File: config.mk
export PLATFORM = sky130hd
export DESIGN_NAME = instruction_word_decoder
export DESIGN_NICKNAME = d
export VERILOG_FILES = /design/src/decoder_types_pkg.sv /design/src/prefetch_field_decode.sv /design/src/instruction_word_decoder.sv
export VERILOG_INCLUDE_DIRS = /design/src
export SDC_FILE = /design/constraint.sdc
export NUM_CORES = 1
export LEC_CHECK = 0
export BUFFER_PORTS_ARGS = -buffer_cell sky130_fd_sc_hd__buf_2
export CORE_ASPECT_RATIO = 0.7
export CORE_MARGIN = 8
export CORE_UTILIZATION = 30
export DETAILED_ROUTE_END_ITERATION = 8
export PLACE_DENSITY_LB_ADDON = 0.1
export SLEW_MARGIN = 25
export SYNTH_ARGS = -nofsm -noshare
export SYNTH_HDL_FRONTEND = slang
export SYNTH_HIERARCHICAL = 1
export SYNTH_SLANG_ARGS = --single-unit
File: constraint.sdc
create_clock -name core_clk -period 3.85 [get_ports core_clk]
set_input_delay 0.77 -clock core_clk [delete_from_list [all_inputs] [get_ports core_clk]]
set_output_delay 0.77 -clock core_clk [all_outputs]
set_load 0.02 [all_outputs]
File: src/decoder_params.svh
// Opcode values, field positions and cycle counts of the program word decoder
`ifndef DECODER_PARAMS_SVH
`define DECODER_PARAMS_SVH

// Word geometry
`define WORD_W 24
`define OPC_LSB 16
`define OPC_W 8
`define CLS_LSB 5
`define SUB_LSB 2

// Class selector values in opcode bits 7:5
`define CLS_SEL_CTRL 3'h0
`define CLS_SEL_DEFAULT_WORK_REG 3'h2
`define CLS_SEL_BIT 3'h3
`define CLS_SEL_FILE 3'h4
`define CLS_SEL_LIT 3'h5
`define CLS_SEL_MAC 3'h6
`define CLS_SEL_ACC 3'h7

// Control opcodes
`define OPC_NOP 8'h00
`define OPC_JUMP_IND 8'h01
`define OPC_CALL_ABS 8'h02
`define OPC_CALL_IND 8'h03
`define OPC_GOTO_ABS 8'h04
`define OPC_LOOP_ABS 8'h08
`define OPC_BRA 8'h10
`define OPC_BRA_CALC 8'h11
`define OPC_BRA_COND 8'h12
`define OPC_TBL_RD 8'h14
`define OPC_TBL_WR 8'h15
`define OPC_RET_SUB 8'h18
`define OPC_RET_INT 8'h19
`define OPC_SKIP 8'h1C
`define OPC_MOV_DBL 8'h1E

// Arithmetic sub-operations in opcode bits 4:2
`define SUB_ADD 3'h0
`define SUB_ADD_CARRY 3'h1
`define SUB_LOGIC 3'h2
`define SUB_SHIFT 3'h3

// Operand field LSB positions in the low 16 bits
`define F_BASE 12
`define F_SRC 0
`define F_SRC_MODE 4
`define F_DST 6
`define F_DST_MODE 10
`define F_TEN_BIT_CONST 0
`define F_LIT5 0
`define F_MUL_M 14
`define F_MUL_N 12
`define F_XOP 9
`define F_XDST 7
`define F_YOP 4
`define F_YDST 2
`define F_WB 0
`define F_SHIFT_LIT 4

// Fixed registers and limits
`define SUM_WB_REG 4'hD
`define SUM_WB_STEP 2'h2
`define MUL_REG_BASE 4'h4
`define BYTE_LIT_MAX 10'h0FF
`define FILE_ADDR_MAX 13'h1FFF

// Core flag bit positions
`define FLG_C 0
`define FLG_DC 1
`define FLG_N 2
`define FLG_OV 3
`define FLG_Z 4

// Cycle counts
`define CYC_ONE 2'h1
`define CYC_TWO 2'h2
`define CYC_THREE 2'h3

`endif

File: src/decoder_types_pkg.sv
// Types shared by the program word decoder files
package decoder_types_pkg;
  typedef enum logic [2:0] {
    CLS_NONE, CLS_WORD_REG, CLS_FILE_REG, CLS_BIT,
    CLS_LITERAL, CLS_MULACC, CLS_ACCUM, CLS_CONTROL
  } op_class_t;
  typedef enum logic [1:0] {
    SIZE_WORD = 2'h0, SIZE_BYTE = 2'h1, SIZE_DOUBLE = 2'h2
  } size_mode_t;
  typedef enum logic [1:0] {
    AM_DIRECT = 2'h0, AM_INDIRECT = 2'h1, AM_POST_INC = 2'h2, AM_PRE_DEC = 2'h3
  } addr_mode_t;
  // Gray codes along fetch -> second and fetch -> skip1 -> skip2; fetch <-> exec and skip2 -> fetch change two bits
  typedef enum logic [2:0] {
    ST_FETCH = 3'h0, ST_SECOND = 3'h1, ST_EXEC = 3'h3, ST_SKIP1 = 3'h2, ST_SKIP2 = 3'h6
  } seq_state_t;
endpackage

File: src/prefetch_field_decode.sv
// Decodes one 3-bit data space prefetch field into register and step
`timescale 1ns/100ps
module prefetch_field_decode #(
  parameter logic [3:0] BASE_REG = 4'h8
) (
  input wire logic [2:0] op_code,
  input wire logic reg_sel,
  output logic pf_en,
  output logic [3:0] pf_reg,
  output logic [3:0] pf_step
);
  // Code 0 means no prefetch at all
  assign pf_en = (op_code != 3'h0);
  // Second register of the pair when selected
  assign pf_reg = BASE_REG | {3'h0, reg_sel};

  // Step in bytes, two's complement
  always_comb begin
    unique case (op_code)
      3'h2: pf_step = 4'h2;
      3'h3: pf_step = 4'h4;
      3'h4: pf_step = 4'h6;
      3'h5: pf_step = 4'hE;
      3'h6: pf_step = 4'hC;
      3'h7: pf_step = 4'hA;
      default: pf_step = 4'h0;
    endcase
  end
endmodule

File: src/instruction_word_decoder.sv
// Program word decoder with fetch sequencing and cycle counting
`include "decoder_params.svh"
`timescale 1ns/100ps
module instruction_word_decoder (
  input wire logic core_clk,
  input wire logic rst,
  input wire logic [23:0] instr_word,
  input wire logic instr_valid,
  output logic instr_ready,
  input wire logic cond_true,
  input wire logic skip_taken,
  output logic dec_valid,
  output decoder_types_pkg::op_class_t dec_class,
  output logic [7:0] dec_opcode,
  output logic two_word,
  output logic [1:0] cycle_count,
  output decoder_types_pkg::size_mode_t size_mode,
  output logic [3:0] base_work_reg,
  output logic [3:0] source_work_reg,
  output decoder_types_pkg::addr_mode_t source_mode,
  output logic [3:0] dest_work_reg,
  output decoder_types_pkg::addr_mode_t dest_mode,
  output logic [12:0] file_addr,
  output logic dest_is_file,
  output logic [3:0] default_work_reg,
  output logic [3:0] bit_position_field,
  output logic bit_from_reg,
  output logic [9:0] ten_bit_const,
  output logic [4:0] short_const,
  output logic acc_select,
  output logic [3:0] mul_reg_m,
  output logic [3:0] mul_reg_n,
  output logic x_pf_en,
  output logic [3:0] x_pf_reg,
  output logic [3:0] x_pf_step,
  output logic [3:0] x_pf_dest,
  output logic y_pf_en,
  output logic [3:0] y_pf_reg,
  output logic [3:0] y_pf_step,
  output logic [3:0] y_pf_dest,
  output logic sum_writeback_en,
  output logic [3:0] sum_writeback_dest,
  output logic [1:0] sum_writeback_step,
  output logic shift_from_reg,
  output logic [5:0] shift_const,
  output logic [22:0] even_program_const,
  output logic [4:0] core_flag_mask,
  output logic sticky_zero_clear_only,
  output logic first_sum_overflow_upd,
  output logic second_sum_overflow_upd,
  output logic first_sum_clipped_upd,
  output logic second_sum_clipped_upd,
  output logic word_fault
);

  // Class from the top opcode bits
  function automatic decoder_types_pkg::op_class_t class_of(input logic [7:0] opc);
    unique case (opc[7:`CLS_LSB])
      `CLS_SEL_CTRL: class_of = (opc == `OPC_NOP) ? decoder_types_pkg::CLS_NONE
                                                  : decoder_types_pkg::CLS_CONTROL;
      `CLS_SEL_DEFAULT_WORK_REG: class_of = decoder_types_pkg::CLS_WORD_REG;
      `CLS_SEL_BIT: class_of = decoder_types_pkg::CLS_BIT;
      `CLS_SEL_FILE: class_of = decoder_types_pkg::CLS_FILE_REG;
      `CLS_SEL_LIT: class_of = decoder_types_pkg::CLS_LITERAL;
      `CLS_SEL_MAC: class_of = decoder_types_pkg::CLS_MULACC;
      `CLS_SEL_ACC: class_of = decoder_types_pkg::CLS_ACCUM;
      default: class_of = decoder_types_pkg::CLS_NONE;
    endcase
  endfunction

  // Only three opcodes span two program words
  function automatic logic is_two_word(input logic [7:0] opc);
    is_two_word = (opc == `OPC_CALL_ABS) || (opc == `OPC_GOTO_ABS) ||
                  (opc == `OPC_LOOP_ABS);
  endfunction

  // Cycles of a single-word instruction
  function automatic logic [1:0] cycles_of(input logic [7:0] opc, input logic cond);
    unique case (opc)
      `OPC_BRA_COND: cycles_of = cond ? `CYC_TWO : `CYC_ONE;
      `OPC_BRA, `OPC_BRA_CALC, `OPC_JUMP_IND, `OPC_CALL_IND,
      `OPC_TBL_RD, `OPC_TBL_WR: cycles_of = `CYC_TWO;
      `OPC_RET_SUB, `OPC_RET_INT: cycles_of = `CYC_THREE;
      `OPC_MOV_DBL: cycles_of = `CYC_TWO;
      default: cycles_of = `CYC_ONE;
    endcase
  endfunction

  // Sequencer and captured words
  decoder_types_pkg::seq_state_t state_reg, state_next;
  logic [23:0] word1_reg;
  logic [23:0] word2_reg;
  logic dec_valid_reg, dec_valid_next;
  logic [1:0] cycles_reg, cycles_next;
  logic [1:0] remain_reg, remain_next;

  // Word taken this cycle and facts about it
  wire take = instr_valid && instr_ready;
  wire [7:0] in_opc = instr_word[23:`OPC_LSB];
  wire in_two = is_two_word(in_opc);
  wire skip_go = (in_opc == `OPC_SKIP) && skip_taken;
  wire [1:0] in_cycles = cycles_of(in_opc, cond_true);
  wire in_fetch = (state_reg == decoder_types_pkg::ST_FETCH);

  // Stall only while extra cycles of a decoded instruction run
  // Two-word and skip sequences fetch in their extra cycles
  assign instr_ready = (state_reg != decoder_types_pkg::ST_EXEC);

  // Next state
  always_comb begin
    state_next = state_reg;
    unique case (state_reg)
      decoder_types_pkg::ST_FETCH: begin
        if (instr_valid) begin
          if (in_two) begin
            state_next = decoder_types_pkg::ST_SECOND;
          end else if (skip_go) begin
            state_next = decoder_types_pkg::ST_SKIP1;
          end else if (in_cycles != `CYC_ONE) begin
            state_next = decoder_types_pkg::ST_EXEC;
          end
        end
      end
      // Second word fetch is the second cycle itself
      decoder_types_pkg::ST_SECOND: begin
        if (instr_valid) begin
          state_next = decoder_types_pkg::ST_FETCH;
        end
      end
      decoder_types_pkg::ST_EXEC: begin
        if (remain_reg == 2'h1) begin
          state_next = decoder_types_pkg::ST_FETCH;
        end
      end
      // Skipped word is swallowed; its length decides the cost
      decoder_types_pkg::ST_SKIP1: begin
        if (instr_valid) begin
          state_next = in_two ? decoder_types_pkg::ST_SKIP2
                              : decoder_types_pkg::ST_FETCH;
        end
      end
      decoder_types_pkg::ST_SKIP2: begin
        if (instr_valid) begin
          state_next = decoder_types_pkg::ST_FETCH;
        end
      end
      default: state_next = decoder_types_pkg::ST_FETCH;
    endcase
  end

  // Decode result is announced the cycle after the last word is taken, together with the first of any stall cycles
  assign dec_valid_next = take && (
    (in_fetch && !in_two && !skip_go) ||
    (state_reg == decoder_types_pkg::ST_SECOND) ||
    (state_reg == decoder_types_pkg::ST_SKIP1 && !in_two) ||
    (state_reg == decoder_types_pkg::ST_SKIP2));

  // Cycle count handed to pipeline control
  assign cycles_next =
    (state_reg == decoder_types_pkg::ST_SECOND) ? `CYC_TWO :
    (state_reg == decoder_types_pkg::ST_SKIP1) ? `CYC_TWO :
    (state_reg == decoder_types_pkg::ST_SKIP2) ? `CYC_THREE : in_cycles;

  // Stall counter: extra cycles run as no-ops
  // Counts down to one, then back to fetch
  assign remain_next = (take && in_fetch && !in_two && !skip_go) ? in_cycles - 2'h1 :
                       (state_reg == decoder_types_pkg::ST_EXEC) ? remain_reg - 2'h1 :
                       remain_reg;

  // State and handshake registers
  // Count is held so pipeline control may read it late
  always_ff @(posedge core_clk or posedge rst) begin
    if (rst) begin
      state_reg <= decoder_types_pkg::ST_FETCH;
      dec_valid_reg <= 1'b0;
      cycles_reg <= `CYC_ONE;
      remain_reg <= 2'h0;
    end else begin
      state_reg <= state_next;
      dec_valid_reg <= dec_valid_next;
      if (dec_valid_next) begin
        cycles_reg <= cycles_next;
      end
      remain_reg <= remain_next;
    end
  end

  // Captured program words; a skip keeps the skip instruction itself
  // Second word cleared per first word, so no stale target leaks
  always_ff @(posedge core_clk or posedge rst) begin
    if (rst) begin
      word1_reg <= 24'h000000;
      word2_reg <= 24'h000000;
    end else if (take && in_fetch) begin
      word1_reg <= instr_word;
      word2_reg <= 24'h000000;
    end else if (take && state_reg == decoder_types_pkg::ST_SECOND) begin
      word2_reg <= instr_word;
    end
  end

  // Views of the captured first word
  wire [7:0] opc = word1_reg[23:`OPC_LSB];
  wire [15:0] ops = word1_reg[15:0];
  wire [2:0] sub_op = opc[4:`SUB_LSB];
  wire [1:0] wb_code = ops[`F_WB +: 2];
  wire arith_cls = (dec_class == decoder_types_pkg::CLS_WORD_REG) ||
                   (dec_class == decoder_types_pkg::CLS_FILE_REG) ||
                   (dec_class == decoder_types_pkg::CLS_LITERAL);
  wire dsp_cls = (dec_class == decoder_types_pkg::CLS_MULACC) ||
                 (dec_class == decoder_types_pkg::CLS_ACCUM);
  // Literal op carries its own destination only when it differs
  wire lit_has_dest = opc[`SUB_LSB];

  // A lone second word has a zero opcode, so it decodes as no-op
  assign dec_class = class_of(opc);
  assign dec_opcode = opc;
  assign dec_valid = dec_valid_reg;
  assign two_word = is_two_word(opc);
  assign cycle_count = cycles_reg;

  // Size selector; the spare code falls back to word
  // A bad suffix then never widens the access
  assign size_mode = (dec_class == decoder_types_pkg::CLS_FILE_REG) ?
    (opc[1] ? decoder_types_pkg::SIZE_BYTE : decoder_types_pkg::SIZE_WORD) :
    (opc[1:0] == 2'h1) ? decoder_types_pkg::SIZE_BYTE :
    (opc[1:0] == 2'h2) ? decoder_types_pkg::SIZE_DOUBLE :
    decoder_types_pkg::SIZE_WORD;

  // Register operands, four bits each
  assign base_work_reg = ops[`F_BASE +: 4];
  assign source_work_reg = ops[`F_SRC +: 4];
  assign source_mode = decoder_types_pkg::addr_mode_t'(ops[`F_SRC_MODE +: 2]);
  // Literal op without own destination writes back to the base register
  assign dest_work_reg = (dec_class == decoder_types_pkg::CLS_LITERAL && !lit_has_dest) ?
                         ops[`F_BASE +: 4] : ops[`F_DST +: 4];
  assign dest_mode = (dec_class == decoder_types_pkg::CLS_LITERAL && !lit_has_dest) ?
    decoder_types_pkg::AM_DIRECT :
    decoder_types_pkg::addr_mode_t'(ops[`F_DST_MODE +: 2]);

  // File register operand; bit ops use a shorter address
  // Bit ops spend the top bits on the bit position
  assign file_addr = (dec_class == decoder_types_pkg::CLS_BIT) ? {1'b0, ops[11:0]} :
                     (ops[12:0] & `FILE_ADDR_MAX);
  assign dest_is_file = opc[0];
  assign default_work_reg = 4'h0;

  // Bit selection by literal or by base register contents
  assign bit_position_field = ops[`F_BASE +: 4];
  assign bit_from_reg = (dec_class == decoder_types_pkg::CLS_BIT) && opc[0];

  // Literals
  assign ten_bit_const = ops[`F_TEN_BIT_CONST +: 10];
  assign short_const = ops[`F_LIT5 +: 5];

  // Accumulator select and multiplicand pair from W4..W7
  assign acc_select = opc[0];
  assign mul_reg_m = `MUL_REG_BASE | {2'h0, ops[`F_MUL_M +: 2]};
  assign mul_reg_n = `MUL_REG_BASE | {2'h0, ops[`F_MUL_N +: 2]};

  // X and Y space prefetch decode, one unit each
  // Pair member comes from the opcode to spare operand bits
  prefetch_field_decode #(.BASE_REG(4'h8)) x_pf_unit (
    .op_code(ops[`F_XOP +: 3]),
    .reg_sel(opc[1]),
    .pf_en(x_pf_en),
    .pf_reg(x_pf_reg),
    .pf_step(x_pf_step)
  );
  prefetch_field_decode #(.BASE_REG(4'hA)) y_pf_unit (
    .op_code(ops[`F_YOP +: 3]),
    .reg_sel(opc[2]),
    .pf_en(y_pf_en),
    .pf_reg(y_pf_reg),
    .pf_step(y_pf_step)
  );
  assign x_pf_dest = `MUL_REG_BASE | {2'h0, ops[`F_XDST +: 2]};
  assign y_pf_dest = `MUL_REG_BASE | {2'h0, ops[`F_YDST +: 2]};

  // Writeback: code 1 direct W13, code 2 indirect with step of two
  assign sum_writeback_en = (dec_class == decoder_types_pkg::CLS_MULACC) &&
                            (wb_code == 2'h1 || wb_code == 2'h2);
  assign sum_writeback_dest = `SUM_WB_REG;
  assign sum_writeback_step = (wb_code == 2'h2) ? `SUM_WB_STEP : 2'h0;

  // Shift amount from a register or a literal
  assign shift_from_reg = opc[1];
  assign shift_const = ops[`F_SHIFT_LIT +: 6];

  // Program address spans both words
  assign even_program_const = {word2_reg[6:0], word1_reg[15:0]};

  // Core flags touched by arithmetic, logic and shift groups
  assign core_flag_mask =
    !arith_cls ? 5'h00 :
    (sub_op == `SUB_ADD || sub_op == `SUB_ADD_CARRY) ? 5'h1F :
    (sub_op == `SUB_LOGIC) ? ((5'h01 << `FLG_N) | (5'h01 << `FLG_Z)) :
    (sub_op == `SUB_SHIFT) ? ((5'h01 << `FLG_C) | (5'h01 << `FLG_N) |
                              (5'h01 << `FLG_OV) | (5'h01 << `FLG_Z)) : 5'h00;
  // Multi-word arithmetic may only clear the sticky zero flag
  assign sticky_zero_clear_only = arith_cls && (sub_op == `SUB_ADD_CARRY);

  // Accumulator flags, kept apart per accumulator
  assign first_sum_overflow_upd = dsp_cls && !acc_select;
  assign first_sum_clipped_upd = dsp_cls && !acc_select;
  assign second_sum_overflow_upd = dsp_cls && acc_select;
  assign second_sum_clipped_upd = dsp_cls && acc_select;

  // Malformed words: flagged, not trapped, so the pipeline decides
  // Trapping here would need a path back into fetch
  assign word_fault =
    (two_word && word2_reg[23:16] != 8'h00) ||
    (two_word && word1_reg[0]) ||
    (dec_class == decoder_types_pkg::CLS_LITERAL && !lit_has_dest &&
     size_mode == decoder_types_pkg::SIZE_BYTE && ten_bit_const > `BYTE_LIT_MAX) ||
    (dec_class == decoder_types_pkg::CLS_MULACC && wb_code == 2'h3) ||
    (opc[7:`CLS_LSB] == 3'h1);

endmodule

# Yosys cells after proc, flatten, opt, wreduce, memory -nomap -nowiden
# Index checks and enable logic that the tools add are counted.
classes:
  n_addsub: 2
  reduce_logical: 54
  muxes: 34
  eq_ne: 63
  magnitude_cmp: 1
op_table:
  columns: ["op", "n"]
  rows:
  - ["$eq 8x5->1 const B", 9]
  - ["$eq 3x3->1 const B", 16]
  - ["$mux 24", 2]
  - ["$pmux 4 s6", 2]
  - ["$eq 3x2->1 const B", 12]
  - ["$mux 3", 9]
  - ["$eq 8x2->1 const B", 3]
  - ["$mux 2", 11]
  - ["$logic_and 1x1->1", 21]
  - ["$pmux 3 s7", 1]
  - ["$mux 5", 4]
  - ["$eq 8x3->1 const B", 2]
  - ["$eq 8x4->1 const B", 2]
  - ["$logic_or 1x1->1", 16]
  - ["$mux 13", 1]
  - ["$eq 3x1->1 const B", 4]
  - ["$pmux 3 s4", 1]
  - ["$gt 10x8->1 const B", 1]
  - ["$logic_not 3->1", 3]
  - ["$eq 2x1->1 const B", 4]
  - ["$eq 8x1->1 const B", 1]
  - ["$logic_not 8->1", 1]
  - ["$reduce_bool 8->1", 1]
  - ["$reduce_or 7->1", 1]
  - ["14 further kinds", 26]
totals:
  output_inout_bits: 155
  ff_bits: 56
  inputBits: 29
  elab_cells: 160

# Logic depth before layout (Yosys ltp)
depth:
  word_depth: 11
  ltp_mapped: 7
  mapped_depth_nobuf: 7

# Modules after synthesis
# Netlist, hierarchy kept.
modules_own_cells:
  columns: ["module", "n_inst", "area_per_inst_um2", "seq_area_each_um2", "cells_per_inst"]
  rows:
  - ["instruction_word_decoder", 1, 3143.0, 1177.4, 346]
  - ["prefetch_field_decode", 2, 86.3, 0.0, 13]

# Worst setup path after synthesis
# No wires, ideal clock.
synth_timing:
  path_kind: "flip-flop to output port"
  start: "register word1_reg[21]"
  end: "output port word_fault"
  path_stages_with_launch: 7
  slack_ns: 1.058
  t_required_ns: 3.080
  arrival_time_ns: 2.022
  cell_sequence: "dfrtp_1 > clkbuf_1 > or2_1 > or4_1 > nor2_1 > o41ai_1 > nand4_1"
synth_via:
  word_cells_on_any_way: 31
  cone_classes: "14 x eq/ne; 3 x mux; 14 x reduce/logical"
synth_rtl:
  columns: ["item", "line_no", "text"]
  rows:
  - ["start, declared", "instruction_word_decoder.sv:91", "logic [23:0] word1_reg;"]
  - ["start signal, assigned", "instruction_word_decoder.sv:195", "word1_reg <= instr_word;"]
  - ["$eq 8x2->1 (no line) / $eq 8x3->1 (equally long branches)", null, null]
  - ["$logic_or 1x1->1", "instruction_word_decoder.sv:73", "is_two_word = (opc == `OPC_CALL_ABS) || (opc == `OPC_GOTO_ABS) ||"]
  - ["$logic_or 1x1->1 *", "instruction_word_decoder.sv:73", null]
  - ["via two_word", "instruction_word_decoder.sv:15", "output logic two_word,"]
  - ["$logic_and 1x1->1 (on tied branches)", "instruction_word_decoder.sv:312, instruction_word_decoder.sv:313", null]
  - ["$logic_or 1x1->1 * (4 in series)", "instruction_word_decoder.sv:312", "(two_word && word2_reg[23:16] != 8'h00) ||"]
  - ["end, declared", "instruction_word_decoder.sv:53", "output logic word_fault"]
# Mark *: on every way through the listed nets, which the timed path passes. The rest lies on a longest branch.

# Final worst setup path
layout_timing:
  start: "register word1_reg[21]"
  end: "output port dec_class[2]"
layout_via:
  elab_chain_len: 3
  word_cells_on_any_way: 10
  cone_classes: "6 x eq/ne; 2 x mux; 2 x reduce/logical"
layout_rtl:
  columns: ["item", "line_no", "text"]
  rows:
  - ["$logic_not 8->1 (no line)", null, null]
  - ["$mux 3", "instruction_word_decoder.sv:59", "`CLS_SEL_CTRL: class_of = (opc == `OPC_NOP) ? decoder_types_pkg::CLS_NONE"]
  - ["$pmux 3 s7 *", "instruction_word_decoder.sv:58", "unique case (opc[7:`CLS_LSB])"]
  - ["end, declared", "instruction_word_decoder.sv:13", "output decoder_types_pkg::op_class_t dec_class,"]
# Every way passes the cells marked *; elsewhere a longest branch is shown, timed or not.

==> flow_summary.ini <==
[status]
status = completed

[power_and_ir_drop]
p_comb_share_pct = 62.1
switchingPower_mw = 2.19
power.leakage_nw = 1.90
p_int_mw = 1.84
seq_power_share_pct = 27.1
clock_power_share_pct = 10.8
netSwitchingFraction_pct = 54.3
p_per_area_nw_per_um2 = 1080
vdd_drop_max_mv = 0.410

[floorplan]
die_w_um = 142
rows = 32
start_util_pct = 30.4
io-pin-count = 184
core_um2 = 10900
die-area_um2 = 14700
die_h_um = 104

[hold_path]
min_from = word2_reg[4]$_DFFE_PP0P_
hp-class = flop to flop

[synth]
ys_top_cells_by_count = 96 x buf_4, 46 x dfrtp_1, 45 x nand2_1
netlist_instances = 372
synth_top_area_share_pct = 34.7
syn_avg_cell_area_um2 = 8.91
ys_types = 52
synth_ff_type = dfrtp_1
ys_ff_latch = 47
synth_edf_count = 0
synth_top_area_cell = dfrtp_1
yosysWarnings = 6
yosys.cell_count.top_type = buf_4
yosys-top-cells-area = dfrtp_1 35%, buf_4 22%, mux2_2 6.1%, nand2_1 5.1%, o21ai_0 3.3%
synth.yosys.seq_area_share_pct = 35.5
ys_async_sr_fraction_pct = 100
syn_area_um2 = 3320

[critical_path]
crit_slowest_cell = dfrtp_1
r2r.worst_path.cells = 4
crit_start = word1_reg[21]$_DFFE_PP0P_
crit_end = dec_class[2]
worst-path-buf-inv = 1
crit_chain = or2_1, or4_1, nor4_1, nor3_1, a21o_1, buf_2
reg2reg_slack_ns = 1.63
path_class = flop to primary output
start_kind = flop
crit_cells = 6
r2r_end = state_reg[0]$_DFFE_PP0P_
r2r_start = state_reg[0]$_DFFE_PP0P_
cp_max_fo = 11
crit_family = simple AND/OR/NAND/NOR gates
arrival_ns = 2.30
critPathMaxStageDelay_ns = 0.49
critical_path.endpoint_type = primary output
required_ns = 3.08

[clock_network]
clkLatencyLatePin_ns = 0.29
cts_tree = yes
ctsResizeCount = 0
cts-htree-levels = 2
numCtsBuffers = 5
cts-root-buf = clkbuf_16
cts_hold_buf = 0
clock-sinks = 47
postCtsSetupRepairBufs = 0
clk_pin_slew_ns = 0.07
clockBufferDepth = 2

[sta]
setup_tns_ns = 0
rsz0062_at_grt = no
clock_skew_ns = 0.00230
maxSlewViolCount = 0
min_period_ns = 3.07
slew_headroom_pct = 40.9
fin_crit_sh_pct = 79.7
worst_pin_slew_ns = 0.886
setup_viol = 0
max_freq_ghz = 0.326
hold_violations = 0

[cells_and_area]
final_nets = 477
finalNonFillerCells = 598
area_delta_synth_final_pct = 12.7
utilization_pct = 34.3
diodes = 0
largest_register_ffs = 24
drive_gt1_share_pct = 42.9
nFillCells = 1151

[drt]
drt_iter0_markers = 113
dr.pass1.iters = 4
antenna_left = 0
vias_per_cell = 4.38
wire_per_inst_um = 15.6
dr_total_vias = 2622
drcViolationCount = 0
drt-total-wl_um = 9350

[grt]
grt-ovfl-total = 0
grtUsageTotal_pct = 12.4
grt_max_degree = 48
antenna_found_initial = 0
grt_pass1_wl_um = 14900
grt_pass1_vias = 2617

[placement]
port_buffers = 158
place_hpwl_um = 7170
gp_congestion = 0.718
dpl.cell_count = 590

[job]
maxCapViolations = 0
==> worst min-delay path: stages, from the launching register on <==
cell and delay (ns):
dfrtp_1 0.34, nand2_1 0.04, o21ai_0 0.05
==> power by group through the flow <==
stage	clock network (mW)	logic (mW)	registers [mW]
finish	0.435	2.50	1.09
global route	0.481	2.70	1.16
CTS	0.455	2.55	1.10
detailed placement	0	2.54	1.11
global placement	0	2.56	1.09
floorplan	0	2.06	1.14
==> final cells by class <==
cell class	count	area, µm²	area share, %
clock buffers	5	125	3.35
multi-input cells	222	1390	37.2
well taps	153	191	5.12
clock inverters	3	15.0	0.402
inverters	8	32.5	0.871
repair buffers	160	806	21.6
flip-flops and latches	47	1180	31.5
==> placed cells by master, fill, tap and decap left out, drive strengths merged, types with 3 or more instances in the layout <==
| cell | synthesis | routed |
|---|---|---|
| a21oi | 8 | 8 |
| buf | 100 | 160 |
| clkbuf | 14 | 5 |
| clkinv | 0 | 3 |
| conb | 6 | 25 |
| dfrtp | 46 | 46 |
| ha | 4 | 4 |
| inv | 8 | 8 |
| mux2 | 27 | 27 |
| nand2 | 45 | 45 |
| nand2b | 5 | 5 |
| nand4 | 4 | 4 |
| nor2 | 13 | 13 |
| nor2b | 5 | 5 |
| nor3 | 7 | 7 |
| nor3b | 4 | 4 |
| nor4 | 3 | 3 |
| o21a | 5 | 5 |
| o21ai | 23 | 23 |
| or3 | 4 | 4 |
| xnor2 | 7 | 7 |
==> how the worst min path moves through the flow <==
stage | to | slack (ns) | cells past startpoint
after global routing | word2_reg[16]$_DFFE_PP0P_ | 0.51 | 2
after detailed placement | word2_reg[4]$_DFFE_PP0P_ | 0.47 | 2
final | word2_reg[4]$_DFFE_PP0P_ | 0.47 | 2
after floorplan | word2_reg[22]$_DFFE_PP0P_ | 0.45 | 2
after CTS | word2_reg[4]$_DFFE_PP0P_ | 0.48 | 2
after global placement | word2_reg[4]$_DFFE_PP0P_ | 0.46 | 2
==> stage by stage <==
stage / setup WS [ns] / power [mW] / instance area, µm² / hold slack (ns)
global placement: 1.18 / 3.65 / 3590 / 0.463
global route: 0.583 / 4.34 / 3740 / 0.506
finish: 0.781 / 4.02 / 3740 / 0.473
detailed placement: 1.10 / 3.64 / 3600 / 0.467
CTS: 0.775 / 4.10 / 3740 / 0.483
floorplan: 1.06 / 3.20 / 3390 / 0.450
==> logic make-up after synthesis <==
group | share of synthesized area, %
buffers and inverters | 24.8
and+or+nand+nor | 15.5
AOI/OAI and AO/OA | 10.1
DFF | 35.5
muxes | 9.47
xor gates and xnor gates | 2.11
other | 0.679
adders and majority gates | 1.81
==> metal layers <==
metal | track usage [%] | part of all wire (%) | vias up
met5 | 0 | 0 | -
met4 | 1.38 | 0.33 | 0
met3 | 4.54 | 11 | 5
met2 | 18.5 | 42 | 134
met1 | 17.2 | 46 | 1219
li1 | - | - | 1264
Power figures use the tool's default switching activity.
